$ cat src/common/rf_bit_framing_defines.vh
// Purpose: Offsets, field positions, reset values and state codes of the bit framing block
// Assumes: 6-bit register address, 8-bit data
// Notes: Included by both design files
// Function
// - A write of one to the timer stop strobe halts the timer at once and the strobe reads zero.
// - A write of one to the timer start strobe starts the timer at once and the strobe reads zero.
// - The read-only received last bits field gives the valid bits of the last byte, zero is all.
// - A write of one to the send trigger starts sending only while a transceive is active.
// - Receive alignment picks the bit slot of the first received bit; later bits fill upward.
// - Transmit last bits sets how many bits of the final byte are sent, zero meaning all eight.
// - With keep after collision at zero, bits received after a collision are cleared.
// - Collision position invalid reads one for no collision or a position beyond the field.
// - Collision position counts data bits only: 01h is bit 1, 08h bit 8 and 00h bit 32.
// - In a transceive the transmitter waits in state 001 until the send trigger is written.
`ifndef RF_BIT_FRAMING_DEFINES_VH
`define RF_BIT_FRAMING_DEFINES_VH

// Register offsets
`define ADDR_MISC_CONTROL 6'h0C
`define ADDR_BIT_FRAMING 6'h0D
`define ADDR_COLLISION 6'h0E
`define ADDR_RESERVED_0F 6'h0F
`define ADDR_RESERVED_10 6'h10
`define ADDR_IRQ_STATUS 6'h20
`define ADDR_IRQ_CLEAR 6'h21
`define ADDR_IRQ_ENABLE 6'h22

// Field positions
`define BIT_TIMER_STOP 7
`define BIT_TIMER_START 6
`define BIT_SEND_TRIGGER 7
`define BIT_KEEP_AFTER_COLL 7
`define BIT_COLL_INVALID 5

// Reset values
`define RST_ALIGN 3'h0
`define RST_TX_LAST 3'h0
`define RST_RX_LAST 3'h0
`define RST_KEEP 1'h1
`define RST_COLL_POS 5'h00
`define RST_IRQ 3'h0
`define RST_MISC_RSVD 3'h2

// Interrupt bits
`define IRQ_RX_DONE 0
`define IRQ_COLLISION 1
`define IRQ_TX_START 2

// Collision counting
`define COLL_MAX_BIT 6'h20

// Modem states
`define MS_IDLE 3'h0
`define MS_WAIT_TRIGGER 3'h1
`define MS_TRANSMIT 3'h3
`define MS_WAIT_DATA 3'h5
`define MS_RECEIVE 3'h6

`endif

$ cat src/modem_sequencer.v
// Purpose: Transmit and receive sequencing of a transceive operation
// Assumes: Command unit holds transceive_active_i for the whole operation
// Notes: State code is visible to software through the modem state output
`timescale 1ns/1ps
`default_nettype none
`include "rf_bit_framing_defines.vh"

module modem_sequencer (
  // Clock and reset
  input wire ref_clk_i,
  input wire rst_n_i,
  // Control
  input wire transceive_active_i,
  input wire send_trigger_i,
  // Link progress
  input wire tx_done_i,
  input wire rx_start_i,
  input wire rx_end_i,
  // Status
  output reg [2:0] modem_state_a_o,
  output reg tx_start_o
);

  reg [2:0] next_state;

  always @*
  begin
    next_state = modem_state_a_o;
    case (modem_state_a_o)
      `MS_IDLE:
        if (transceive_active_i)
          next_state = `MS_WAIT_TRIGGER;
      `MS_WAIT_TRIGGER:
        if (send_trigger_i)
          next_state = `MS_TRANSMIT;
      `MS_TRANSMIT:
        if (tx_done_i)
          next_state = `MS_WAIT_DATA;
      `MS_WAIT_DATA:
        if (rx_start_i)
          next_state = `MS_RECEIVE;
      `MS_RECEIVE:
        if (rx_end_i)
          next_state = `MS_WAIT_TRIGGER;
      default:
        next_state = `MS_IDLE;
    endcase
    // Dropping the command aborts anywhere, so a stale trigger cannot send
    if (!transceive_active_i)
      next_state = `MS_IDLE;
  end

  always @(posedge ref_clk_i or negedge rst_n_i)
  begin
    if (!rst_n_i)
    begin
      modem_state_a_o <= `MS_IDLE;
      tx_start_o <= 1'b0;
    end
    else
    begin
      modem_state_a_o <= next_state;
      tx_start_o <= (modem_state_a_o == `MS_WAIT_TRIGGER) && (next_state == `MS_TRANSMIT);
    end
  end

endmodule
`default_nettype wire

$ cat src/rf_bit_framing_collision_ctrl.v
// Purpose: Framing control, received bit packing and collision status registers
// Assumes: Bit stream from the demodulator is synchronous to ref_clk_i
// Notes: rx_end_i must not share a cycle with rx_bit_valid_i
`timescale 1ns/1ps
`default_nettype none
`include "rf_bit_framing_defines.vh"

module rf_bit_framing_collision_ctrl (
  // Clock and reset
  input wire ref_clk_i,
  input wire rst_n_i,
  // Register port
  input wire [5:0] reg_addr_i,
  input wire [7:0] reg_wdata_i,
  input wire reg_wr_i,
  input wire reg_rd_i,
  output reg [7:0] reg_rdata_o,
  // Command unit
  input wire transceive_active_i,
  // Transmitter
  input wire tx_done_i,
  output reg tx_start_o,
  output reg [2:0] transmit_last_bits_o,
  // Receiver bit stream
  input wire rx_start_i,
  input wire rx_bit_valid_i,
  input wire rx_bit_i,
  input wire rx_bit_coll_i,
  input wire rx_end_i,
  // Byte output towards the buffer
  output reg rx_byte_valid_o,
  output reg [7:0] rx_byte_o,
  // Timer control
  output reg timer_start_strobe_o,
  output reg timer_stop_strobe_o,
  // Status
  output reg [2:0] modem_state_a_o,
  output reg irq_o
);

  // Software visible state
  reg [2:0] receive_alignment;
  reg [2:0] transmit_last_bits;
  reg [2:0] received_last_bits;
  reg keep_after_collision;
  reg collision_position_invalid;
  reg [4:0] collision_position;
  reg [2:0] irq_status;
  reg [2:0] irq_enable;

  // Receive packing state
  reg [2:0] bit_slot;
  reg [7:0] byte_acc;
  reg [5:0] data_bit_count;
  reg [5:0] coll_index;
  reg coll_seen;

  // Sequencer links
  reg send_trigger;
  wire [2:0] seq_state;
  wire seq_tx_start;

  wire wr_misc;
  wire wr_framing;
  wire wr_coll;
  wire wr_clear;
  wire wr_enable;
  wire rx_bit_value;
  wire [7:0] acc_with_bit;
  wire coll_event;
  wire [2:0] irq_set;

  // Sets one bit slot of a byte to a given value
  function [7:0] put_bit;
    input [7:0] value;
    input [2:0] slot;
    input bit_in;
    reg [7:0] mask;
    begin
      mask = 8'h01 << slot;
      put_bit = bit_in ? (value | mask) : (value & ~mask);
    end
  endfunction

  // Address match qualified by the write strobe
  function is_write;
    input [5:0] addr;
    input [5:0] target;
    input wr;
    begin
      is_write = wr && (addr == target);
    end
  endfunction

  assign wr_misc = is_write(reg_addr_i, `ADDR_MISC_CONTROL, reg_wr_i);
  assign wr_framing = is_write(reg_addr_i, `ADDR_BIT_FRAMING, reg_wr_i);
  assign wr_coll = is_write(reg_addr_i, `ADDR_COLLISION, reg_wr_i);
  assign wr_clear = is_write(reg_addr_i, `ADDR_IRQ_CLEAR, reg_wr_i);
  assign wr_enable = is_write(reg_addr_i, `ADDR_IRQ_ENABLE, reg_wr_i);

  // Bits after the first collision are forced low unless software keeps them
  assign rx_bit_value = (coll_seen && !keep_after_collision) ? 1'b0 : rx_bit_i;
  assign acc_with_bit = put_bit(byte_acc, bit_slot, rx_bit_value);
  assign coll_event = rx_bit_valid_i && rx_bit_coll_i && !coll_seen;

  assign irq_set[`IRQ_RX_DONE] = rx_end_i;
  assign irq_set[`IRQ_COLLISION] = coll_event;
  assign irq_set[`IRQ_TX_START] = seq_tx_start;

  modem_sequencer u_seq (
    .ref_clk_i(ref_clk_i),
    .rst_n_i(rst_n_i),
    .transceive_active_i(transceive_active_i),
    .send_trigger_i(send_trigger),
    .tx_done_i(tx_done_i),
    .rx_start_i(rx_start_i),
    .rx_end_i(rx_end_i),
    .modem_state_a_o(seq_state),
    .tx_start_o(seq_tx_start)
  );

  // Configuration writes and one-cycle strobes
  always @(posedge ref_clk_i or negedge rst_n_i)
  begin
    if (!rst_n_i)
    begin
      receive_alignment <= `RST_ALIGN;
      transmit_last_bits <= `RST_TX_LAST;
      keep_after_collision <= `RST_KEEP;
      irq_enable <= `RST_IRQ;
      send_trigger <= 1'b0;
      timer_start_strobe_o <= 1'b0;
      timer_stop_strobe_o <= 1'b0;
    end
    else
    begin
      // Strobe bits are never stored, so they always read back as zero
      timer_stop_strobe_o <= wr_misc && reg_wdata_i[`BIT_TIMER_STOP];
      timer_start_strobe_o <= wr_misc && reg_wdata_i[`BIT_TIMER_START];
      send_trigger <= wr_framing && reg_wdata_i[`BIT_SEND_TRIGGER] && transceive_active_i;
      if (wr_framing)
      begin
        receive_alignment <= reg_wdata_i[6:4];
        transmit_last_bits <= reg_wdata_i[2:0];
      end
      if (wr_coll)
        keep_after_collision <= reg_wdata_i[`BIT_KEEP_AFTER_COLL];
      if (wr_enable)
        irq_enable <= reg_wdata_i[2:0];
    end
  end

  // Receive bit packing into buffer bytes
  always @(posedge ref_clk_i or negedge rst_n_i)
  begin
    if (!rst_n_i)
    begin
      bit_slot <= 3'h0;
      byte_acc <= 8'h00;
      data_bit_count <= 6'h00;
      coll_index <= 6'h00;
      coll_seen <= 1'b0;
      rx_byte_valid_o <= 1'b0;
      rx_byte_o <= 8'h00;
    end
    else
    begin
      rx_byte_valid_o <= 1'b0;
      if (rx_start_i)
      begin
        bit_slot <= receive_alignment;
        byte_acc <= 8'h00;
        data_bit_count <= 6'h00;
        coll_index <= 6'h00;
        coll_seen <= 1'b0;
      end
      else if (rx_bit_valid_i)
      begin
        // Saturate past the field range; anything above 32 only needs to read invalid
        if (data_bit_count != 6'h3F)
          data_bit_count <= data_bit_count + 6'h01;
        if (coll_event)
        begin
          coll_seen <= 1'b1;
          coll_index <= (data_bit_count == 6'h3F) ? 6'h3F : data_bit_count + 6'h01;
        end
        bit_slot <= bit_slot + 3'h1;
        if (bit_slot == 3'h7)
        begin
          // Slot 7 closes the byte; the next bit lands at slot 0 of a new byte
          rx_byte_valid_o <= 1'b1;
          rx_byte_o <= acc_with_bit;
          byte_acc <= 8'h00;
        end
        else
          byte_acc <= acc_with_bit;
      end
      else if (rx_end_i && (bit_slot != 3'h0))
      begin
        rx_byte_valid_o <= 1'b1;
        rx_byte_o <= byte_acc;
        byte_acc <= 8'h00;
        bit_slot <= 3'h0;
      end
    end
  end

  // Frame status captured when a reception ends
  always @(posedge ref_clk_i or negedge rst_n_i)
  begin
    if (!rst_n_i)
    begin
      received_last_bits <= `RST_RX_LAST;
      collision_position_invalid <= 1'b1;
      collision_position <= `RST_COLL_POS;
    end
    else if (rx_end_i)
    begin
      received_last_bits <= bit_slot;
      collision_position_invalid <= !coll_seen || (coll_index > `COLL_MAX_BIT);
      collision_position <= coll_index[4:0];
    end
  end

  // Sticky events; a set in the same cycle as a clear wins
  always @(posedge ref_clk_i or negedge rst_n_i)
  begin
    if (!rst_n_i)
    begin
      irq_status <= `RST_IRQ;
      irq_o <= 1'b0;
    end
    else
    begin
      irq_status <= (irq_status & ~(wr_clear ? reg_wdata_i[2:0] : 3'h0)) | irq_set;
      irq_o <= |(irq_status & irq_enable);
    end
  end

  // Outputs registered here so every top output comes from a flip-flop of this module
  always @(posedge ref_clk_i or negedge rst_n_i)
  begin
    if (!rst_n_i)
    begin
      tx_start_o <= 1'b0;
      transmit_last_bits_o <= `RST_TX_LAST;
      modem_state_a_o <= `MS_IDLE;
    end
    else
    begin
      tx_start_o <= seq_tx_start;
      transmit_last_bits_o <= transmit_last_bits;
      modem_state_a_o <= seq_state;
    end
  end

  // Read data stands in the cycle after the read strobe only
  always @(posedge ref_clk_i or negedge rst_n_i)
  begin
    if (!rst_n_i)
      reg_rdata_o <= 8'h00;
    else if (!reg_rd_i)
      reg_rdata_o <= 8'h00;
    else
    begin
      case (reg_addr_i)
        `ADDR_MISC_CONTROL:
          // Reserved field keeps its reset pattern for good; writes never reach it
          reg_rdata_o <= {2'h0, `RST_MISC_RSVD, received_last_bits};
        `ADDR_BIT_FRAMING:
          reg_rdata_o <= {1'b0, receive_alignment, 1'b0, transmit_last_bits};
        `ADDR_COLLISION:
          reg_rdata_o <= {keep_after_collision, 1'b0, collision_position_invalid,
                          collision_position};
        `ADDR_IRQ_STATUS:
          reg_rdata_o <= {5'h00, irq_status};
        `ADDR_IRQ_ENABLE:
          reg_rdata_o <= {5'h00, irq_enable};
        default:
          reg_rdata_o <= 8'h00;
      endcase
    end
  end

endmodule
`default_nettype wire

$ cat config.mk
export PLATFORM = sky130hd
export DESIGN_NAME = rf_bit_framing_collision_ctrl
export DESIGN_NICKNAME = d
export VERILOG_FILES = /design/src/modem_sequencer.v /design/src/rf_bit_framing_collision_ctrl.v
export VERILOG_INCLUDE_DIRS = /design/src /design/src/common
export SDC_FILE = /design/constraint.sdc
export NUM_CORES = 1
export LEC_CHECK = 0
export ABC_AREA = 1
export BUFFER_PORTS_ARGS = -buffer_cell sky130_fd_sc_hd__buf_4
export CAP_MARGIN = 20
export CORE_MARGIN = 1
export CORE_UTILIZATION = 40
export CTS_CLUSTER_SIZE = 30
export DETAILED_ROUTE_END_ITERATION = 8
export HOLD_SLACK_MARGIN = 0.02
export PLACE_DENSITY = 0.67
export SLEW_MARGIN = 20
export SYNTH_ARGS = -nofsm -noshare
export SYNTH_HDL_FRONTEND = slang
export SYNTH_HIERARCHICAL = 1
export SYNTH_SLANG_ARGS = --single-unit
$ cat constraint.sdc
create_clock -name ref_clk_i -period 2.9 [get_ports ref_clk_i]
set_clock_uncertainty 0.15 [all_clocks]
set_input_delay 0.29 -clock ref_clk_i [delete_from_list [all_inputs] [get_ports ref_clk_i]]
set_output_delay 0.29 -clock ref_clk_i [all_outputs]
set_load 0.02 [all_outputs]
==> impl_metrics.toml, run 1 <==
[final_layout]
fin_cells = 596
multi_input_area_sq_um = 1380
area_delta_synth_final_pct = 19.2
register_area_sq_um = 1950
drive_gt1_frac = 0.180
fill_cells = 840
n_antenna_cell = 0
nets = 515

[synthesis]
synth_warnings = 6
synth_ff_type = "dfrtp_1"
synth-edff-count = 0
synth_common_cells = "119 x nand2_1, 76 x dfrtp_1, 54 x inv_1, 36 x nor2_1, 31 x o21ai_0"
yosysTopAreaCell = "dfrtp_1"
synth.avg_cell_area_sq_um = 8.46
netlist_instances = 425
async_flop_share = 1.00
seq_area_frac_synth = 0.544
yosysMostFrequentCell = "nand2_1"
synth_top_cell_area_share = 0.529
synth_seq_cells = 78
yosysUniqueCellTypes = 29
syn-cell-area_sq_um = 3590
syn_nets = 457
synth_area_leaders = "dfrtp_1 53%, nand2_1 12%, inv_1 5.6%, o21ai_0 4.3%, nand3_1 3.9%"

[power_and_ir_drop]
ir_drop_uv = 211
p_per_area_nw_per_um2 = 554
leakage_nw = 2.17

[detailed_routing]
via_count = 2885
wl_per_cell_um = 12.5
first_pass_iters = 4
routed_wl_um = 7450
avgViaCountPerCell = 4.84
first_iter_violations = 180
ant_nets = 0
drc = 0

[critical_path]
crit_chain = "ha_1 > nand3_1 > o21ai_1 > o21ai_0"
critPathMaxFanout = 12
cpMaxStageDelayCell = "o21ai_1"
cp_top_family = "compound AO/OA/AOI/OAI gates"
cp-end-kind = "register"
arrival_ns = 1.85
slowest_delay_ns = 0.57
start_kind = "register"
path_buf_inv = 0
required_ns = 2.94
path_class = "reg -> reg"

[sta]
final_hold_viol_count = 0
timing.final.crit_share = 0.623
finalSetupViolCount = 0
min_period_ns = 1.81
timing.fmax_mhz = 553
rsz0062_at_grt = "no"
slew_headroom = 0.354
setup_tns_ns = 0
slew_viol_final = 0
worst_pin_slew_ns = 0.969

[placed_design]
io_buffers = 50
place_hpwl_um = 5430
routabilityCongestion = 0.830
placed_cells_incl_taps = 577

[clock_network]
clk_pin_slew_ns = 0.08
cts_max_level = 3
cts_buffers = 9
cts_resized = 0
cts_sinks = 78
cts_buffer_depth = 2
clkLatencyLatePin_ns = 0.34
cts_tree = "yes"
cts-root-buf = "clkbuf_8"

[die]
die_h_um = 96.8
die_x_um = 96.8
core_area_sq_um = 8720
ioPinCount = 52
rows = 34
start_util = 0.412
dieArea_sq_um = 9370

[global_routing]
grt_first_pass_wirelength_um = 13000
grt_pass1_vias = 2824
antenna_found_initial = 0
grt_use_total = 0.171
grt_max_degree = 79
grt_overflow = 0

[min_path]
min_path_type = "in -> reg"

[outcome]
outcome = "finished clean"

[flow_run]
maxCapViolCount = 0
cell type report:
type	instances	share of cell area
Sequential cell	78	0.456
Tap cell	108	0.0316
Multi-Input combinational cell	282	0.321
Timing Repair Buffer	54	0.0964
Inverter	58	0.0508
Clock inverter	6	0.0111
Clock buffer	10	0.0321
metrics by stage:
step / hold WS (ns) / instance area, sq um / setup slack, ns / util / power [W]
2_1_floorplan: -0.156 / 3590 / 1.34 / - / 0.00148
3_3_place_gp: 0.210 / 4070 / 1.11 / 0.466 / 0.00163
3_5_place_dp: 0.222 / 4070 / 1.06 / 0.466 / 0.00165
4_1_cts: 0.0243 / 4280 / 1.08 / 0.491 / 0.00239
5_1_grt: 0.0344 / 4280 / 0.874 / 0.491 / 0.00249
6_report: 0.0402 / 4280 / 1.09 / 0.491 / 0.00237
routing by layer:
| layer | vias up | routed length (um) | track usage |
|---|---|---|---|
| met5 | - | 0 | 0 |
| met4 | 0 | 106 | 0.0723 |
| met3 | 9 | 238 | 0.0303 |
| met2 | 49 | 3410 | 0.259 |
| met1 | 1348 | 3690 | 0.243 |
| li1 | 1479 | - | - |
tightest hold or removal path, delay by kind of cell:
| family | cells | cell delay (ns) |
|---|---|---|
| buffers and inverters | 1 | 0.12 |
| AND/OR/NAND/NOR | 2 | 0.09 |
final timing paths:
kind | slack (ns) | to | cells past startpoint | startpoint
max | 1.09 | data_bit_count[3]$_DFFE_PN0P_ | 4 | data_bit_count[0]$_DFFE_PN0P_
max reg2reg | 1.09 | data_bit_count[3]$_DFFE_PN0P_ | 4 | data_bit_count[0]$_DFFE_PN0P_
min reg2reg | 0.24 | tx_start_o$_DFF_PN0_ | 0 | u_seq/tx_start_o$_DFF_PN0_
max in group asynchronous | 1.49 | receive_alignment[2]$_DFFE_PN0N_ | 2 | rst_n_i
min in group asynchronous | 0.47 | rx_byte_o[6]$_DFFE_PN0P_ | 2 | rst_n_i
min | 0.04 | send_trigger$_DFF_PN0_ | 3 | reg_wdata_i[7]
repair_timing:
item                                   in CTS  in global routing
setup buffers                               0                  0
hold buffers                                3                  0
endpoints found under the hold margin      78                  0
placed cells by master (no fill, tap or decap), drive strengths merged, types with 3 or more instances in the layout:
master         n
inv           58
clkinvlp       4
dlygate4sd3    3
o211ai         3
clkbuf        10
o21ai         35
nand2        123
nand4          9
o22ai          7
nor2          44
dfrtp         76
ha             7
a21oi          9
buf           51
a21boi         4
nand3         28
a22oi          4
nor3           4
flip-flops by register name, indices dropped and copies added (netlist names), 3 cells and up:
signal / flops
bit_slot: 3
byte_acc: 8
coll_index: 6
collision_position: 5
data_bit_count: 6
irq_enable: 3
irq_status: 3
modem_state_a_o: 3
receive_alignment: 3
received_last_bits: 3
reg_rdata_o: 8
rx_byte_o: 8
transmit_last_bits: 3
transmit_last_bits_o: 3
u_seq/modem_state_a_o: 3
kinds of logic after synthesis:
group           count (synthesis)  share of synthesized area
compound gates                 64                      0.104
buf+inv                        65                     0.0731
flops                          78                      0.544
simple gates                  210                      0.252
xor+xnor                        1                    0.00244
fa+ha+maj                       7                     0.0244
where the power goes:
part / internal [W] / switching [W] / leakage (nW) / total (W)
combinational: 0.000145 / 0.000231 / 1.07 / 0.000377
clock: 0.000336 / 0.000411 / 0.0807 / 0.000747
sequential: 0.00119 / 0.0000626 / 1.02 / 0.00125
Power figures use the tool's default switching activity.
==> run 2: changes to the inputs <==
Clock period 2.9 ns to 1.85 ns, I/O delays scaled along.
==> run 2 against run 1 <==
Wire length increased by 6.6%. Largest power group unchanged. Power grew 65%. Cell count is 3.5% higher. Setup slack lost 1.0 ns. Global-route usage rose by 1.0 points. Non-clock buffer count increased by 21. Register-to-register slack worse by 0.92 ns. Clock-buffer cell count shrank 1. Final area increased by 5.3%. Critical path depth grew 4. Via count up 4.6%.
==> impl_metrics.toml, run 2 (synthesis results as in run 1) <==
[final_layout]
layout_commonest_cell = "nand2_1"
area_delta_synth_final_pct = 25.5
nets = 536
top_regs = "byte_acc x8, reg_rdata_o x8, rx_byte_o x8"
fin_cells = 617
fill_cells = 801
layout_common_cells = "119 x nand2_1, 76 x dfrtp_1, 57 x buf_4, 54 x inv_1, 36 x nor2_1"
n_antenna_cell = 0
drive_gt1_frac = 0.187

[power_and_ir_drop]
p_per_area_nw_per_um2 = 867
leakage_nw = 2.28
ir_drop_uv = 351

[detailed_routing]
wl_per_cell_um = 12.9
via_count = 3019
ant_nets = 0
routed_wl_um = 7940
drc = 0
avgViaCountPerCell = 4.89
first_iter_violations = 167
first_pass_iters = 4

[die]
ioPinCount = 52
die_x_um = 96.8
dieArea_sq_um = 9370
core_area_sq_um = 8720
start_util = 0.412
rows = 34
die_h_um = 96.8

[global_routing]
grt_pass1_vias = 2905
grt_first_pass_wirelength_um = 13500
grt_use_total = 0.182
antenna_found_initial = 0
grt_overflow = 0
grt_max_degree = 38

[sta]
worst_pin_slew_ns = 0.487
setup_tns_ns = 0
min_period_ns = 1.77
slew_viol_final = 0
timing.final.crit_share = 0.959
final_hold_viol_count = 0
slew_headroom = 0.675
timing.fmax_mhz = 564
whs_ns = 0.0312
rsz0062_at_grt = "no"
finalSetupViolCount = 0

[critical_path]
rrSetupSlack_ns = 0.17
critPathMaxFanout = 5
crit_chain = "dlygate4sd3_1 > buf_4 > inv_1 > nand2_1 > nor2_4 > nand3_1 > dlygate4sd3_1 > nand2_1"
cp-end-kind = "register"
required_ns = 2.00
arrival_ns = 1.92
slowest_delay_ns = 0.55
path_class = "in -> reg"
start_kind = "primary input"
cpMaxStageDelayCell = "dlygate4sd3_1"

[clock_network]
cts_tree = "yes"
cts_setup_buffers = 0
cts_max_level = 3
cts_buffer_depth = 2
cts_resized = 0
cts_buffers = 9
cts-root-buf = "clkbuf_8"
clk_pin_slew_ns = 0.08
clkLatencyLatePin_ns = 0.35
cts_sinks = 78

[outcome]
outcome = "finished clean"

[flow_run]
maxCapViolCount = 0

[placed_design]
placed_cells_incl_taps = 584
routabilityCongestion = 0.808
io_buffers = 50
place_hpwl_um = 5780

[min_path]
min_path_type = "in -> reg"
-- run 2: timing repair --
| action | in CTS | in global routing |
|---|---|---|
| hold buffers | 17 | 0 |
| hold endpoints to repair | 82 | 0 |
| setup endpoints to repair | 0 | 0 |
-- run 2: worst paths after layout --
| kind | from | to | cells past startpoint |
|---|---|---|---|
| worst max-delay path | reg_addr_i[1] | receive_alignment[1]$_DFFE_PN0N_ | 8 |
| worst max register to register | bit_slot[0]$_DFFE_PN0P_ | byte_acc[3]$_DFFE_PN0P_ | 5 |
| min in group asynchronous | rst_n_i | rx_byte_o[2]$_DFFE_PN0P_ | 2 |
| max in group asynchronous | rst_n_i | reg_rdata_o[5]$_DFF_PN0_ | 3 |
| worst min register to register | u_seq/tx_start_o$_DFF_PN0_ | tx_start_o$_DFF_PN0_ | 0 |
| worst min-delay path | reg_addr_i[0] | reg_rdata_o[6]$_DFF_PN0_ | 4 |
-- run 2: routing by layer --
metal	vias to the layer above	global-route usage	share of wire
li1	1522	-	-
met3	15	0.0390	0.043
met5	-	0	0
met2	67	0.286	0.48
met1	1415	0.244	0.46
met4	0	0.0758	0.019
-- run 2: power by group --
group / leakage [nW] / switching, W / internal (W) / total (W)
registers: 1.02 / 0.000102 / 0.00186 / 0.00196
clock network: 0.0980 / 0.000680 / 0.000641 / 0.00132
logic: 1.16 / 0.000371 / 0.000256 / 0.000627
total: 2.28 / 0.00115 / 0.00276 / 0.00391
-- run 2: area by class of cell --
cell class / count / area (sq um) / share of cell area
Sequential cell: 78 / 1950 / 0.434
Multi-Input combinational cell: 282 / 1380 / 0.305
Timing Repair Buffer: 75 / 618 / 0.137
Inverter: 58 / 218 / 0.0483
Tap cell: 108 / 135 / 0.0300
Clock buffer: 9 / 124 / 0.0275
Clock inverter: 7 / 82.6 / 0.0183
-- run 2: worst max-delay path, delay by kind of cell --
kind                   cells  cell delay [ns]
buffers and inverters      4             1.31
and+or+nand+nor            4             0.42
-- run 2: through the flow --
| step | worst slack (ns) | power [W] | cell area (sq um) | util |
|---|---|---|---|---|
| after global placement | 0.216 | 0.00258 | 4130 | 0.474 |
| final | 0.0762 | 0.00391 | 4510 | 0.517 |
| after global routing | 0.00432 | 0.00412 | 4510 | 0.517 |
| after floorplan | 0.292 | 0.00232 | 3590 | - |
| after detailed placement | 0.198 | 0.00260 | 4130 | 0.474 |
| after CTS | 0.102 | 0.00395 | 4510 | 0.517 |
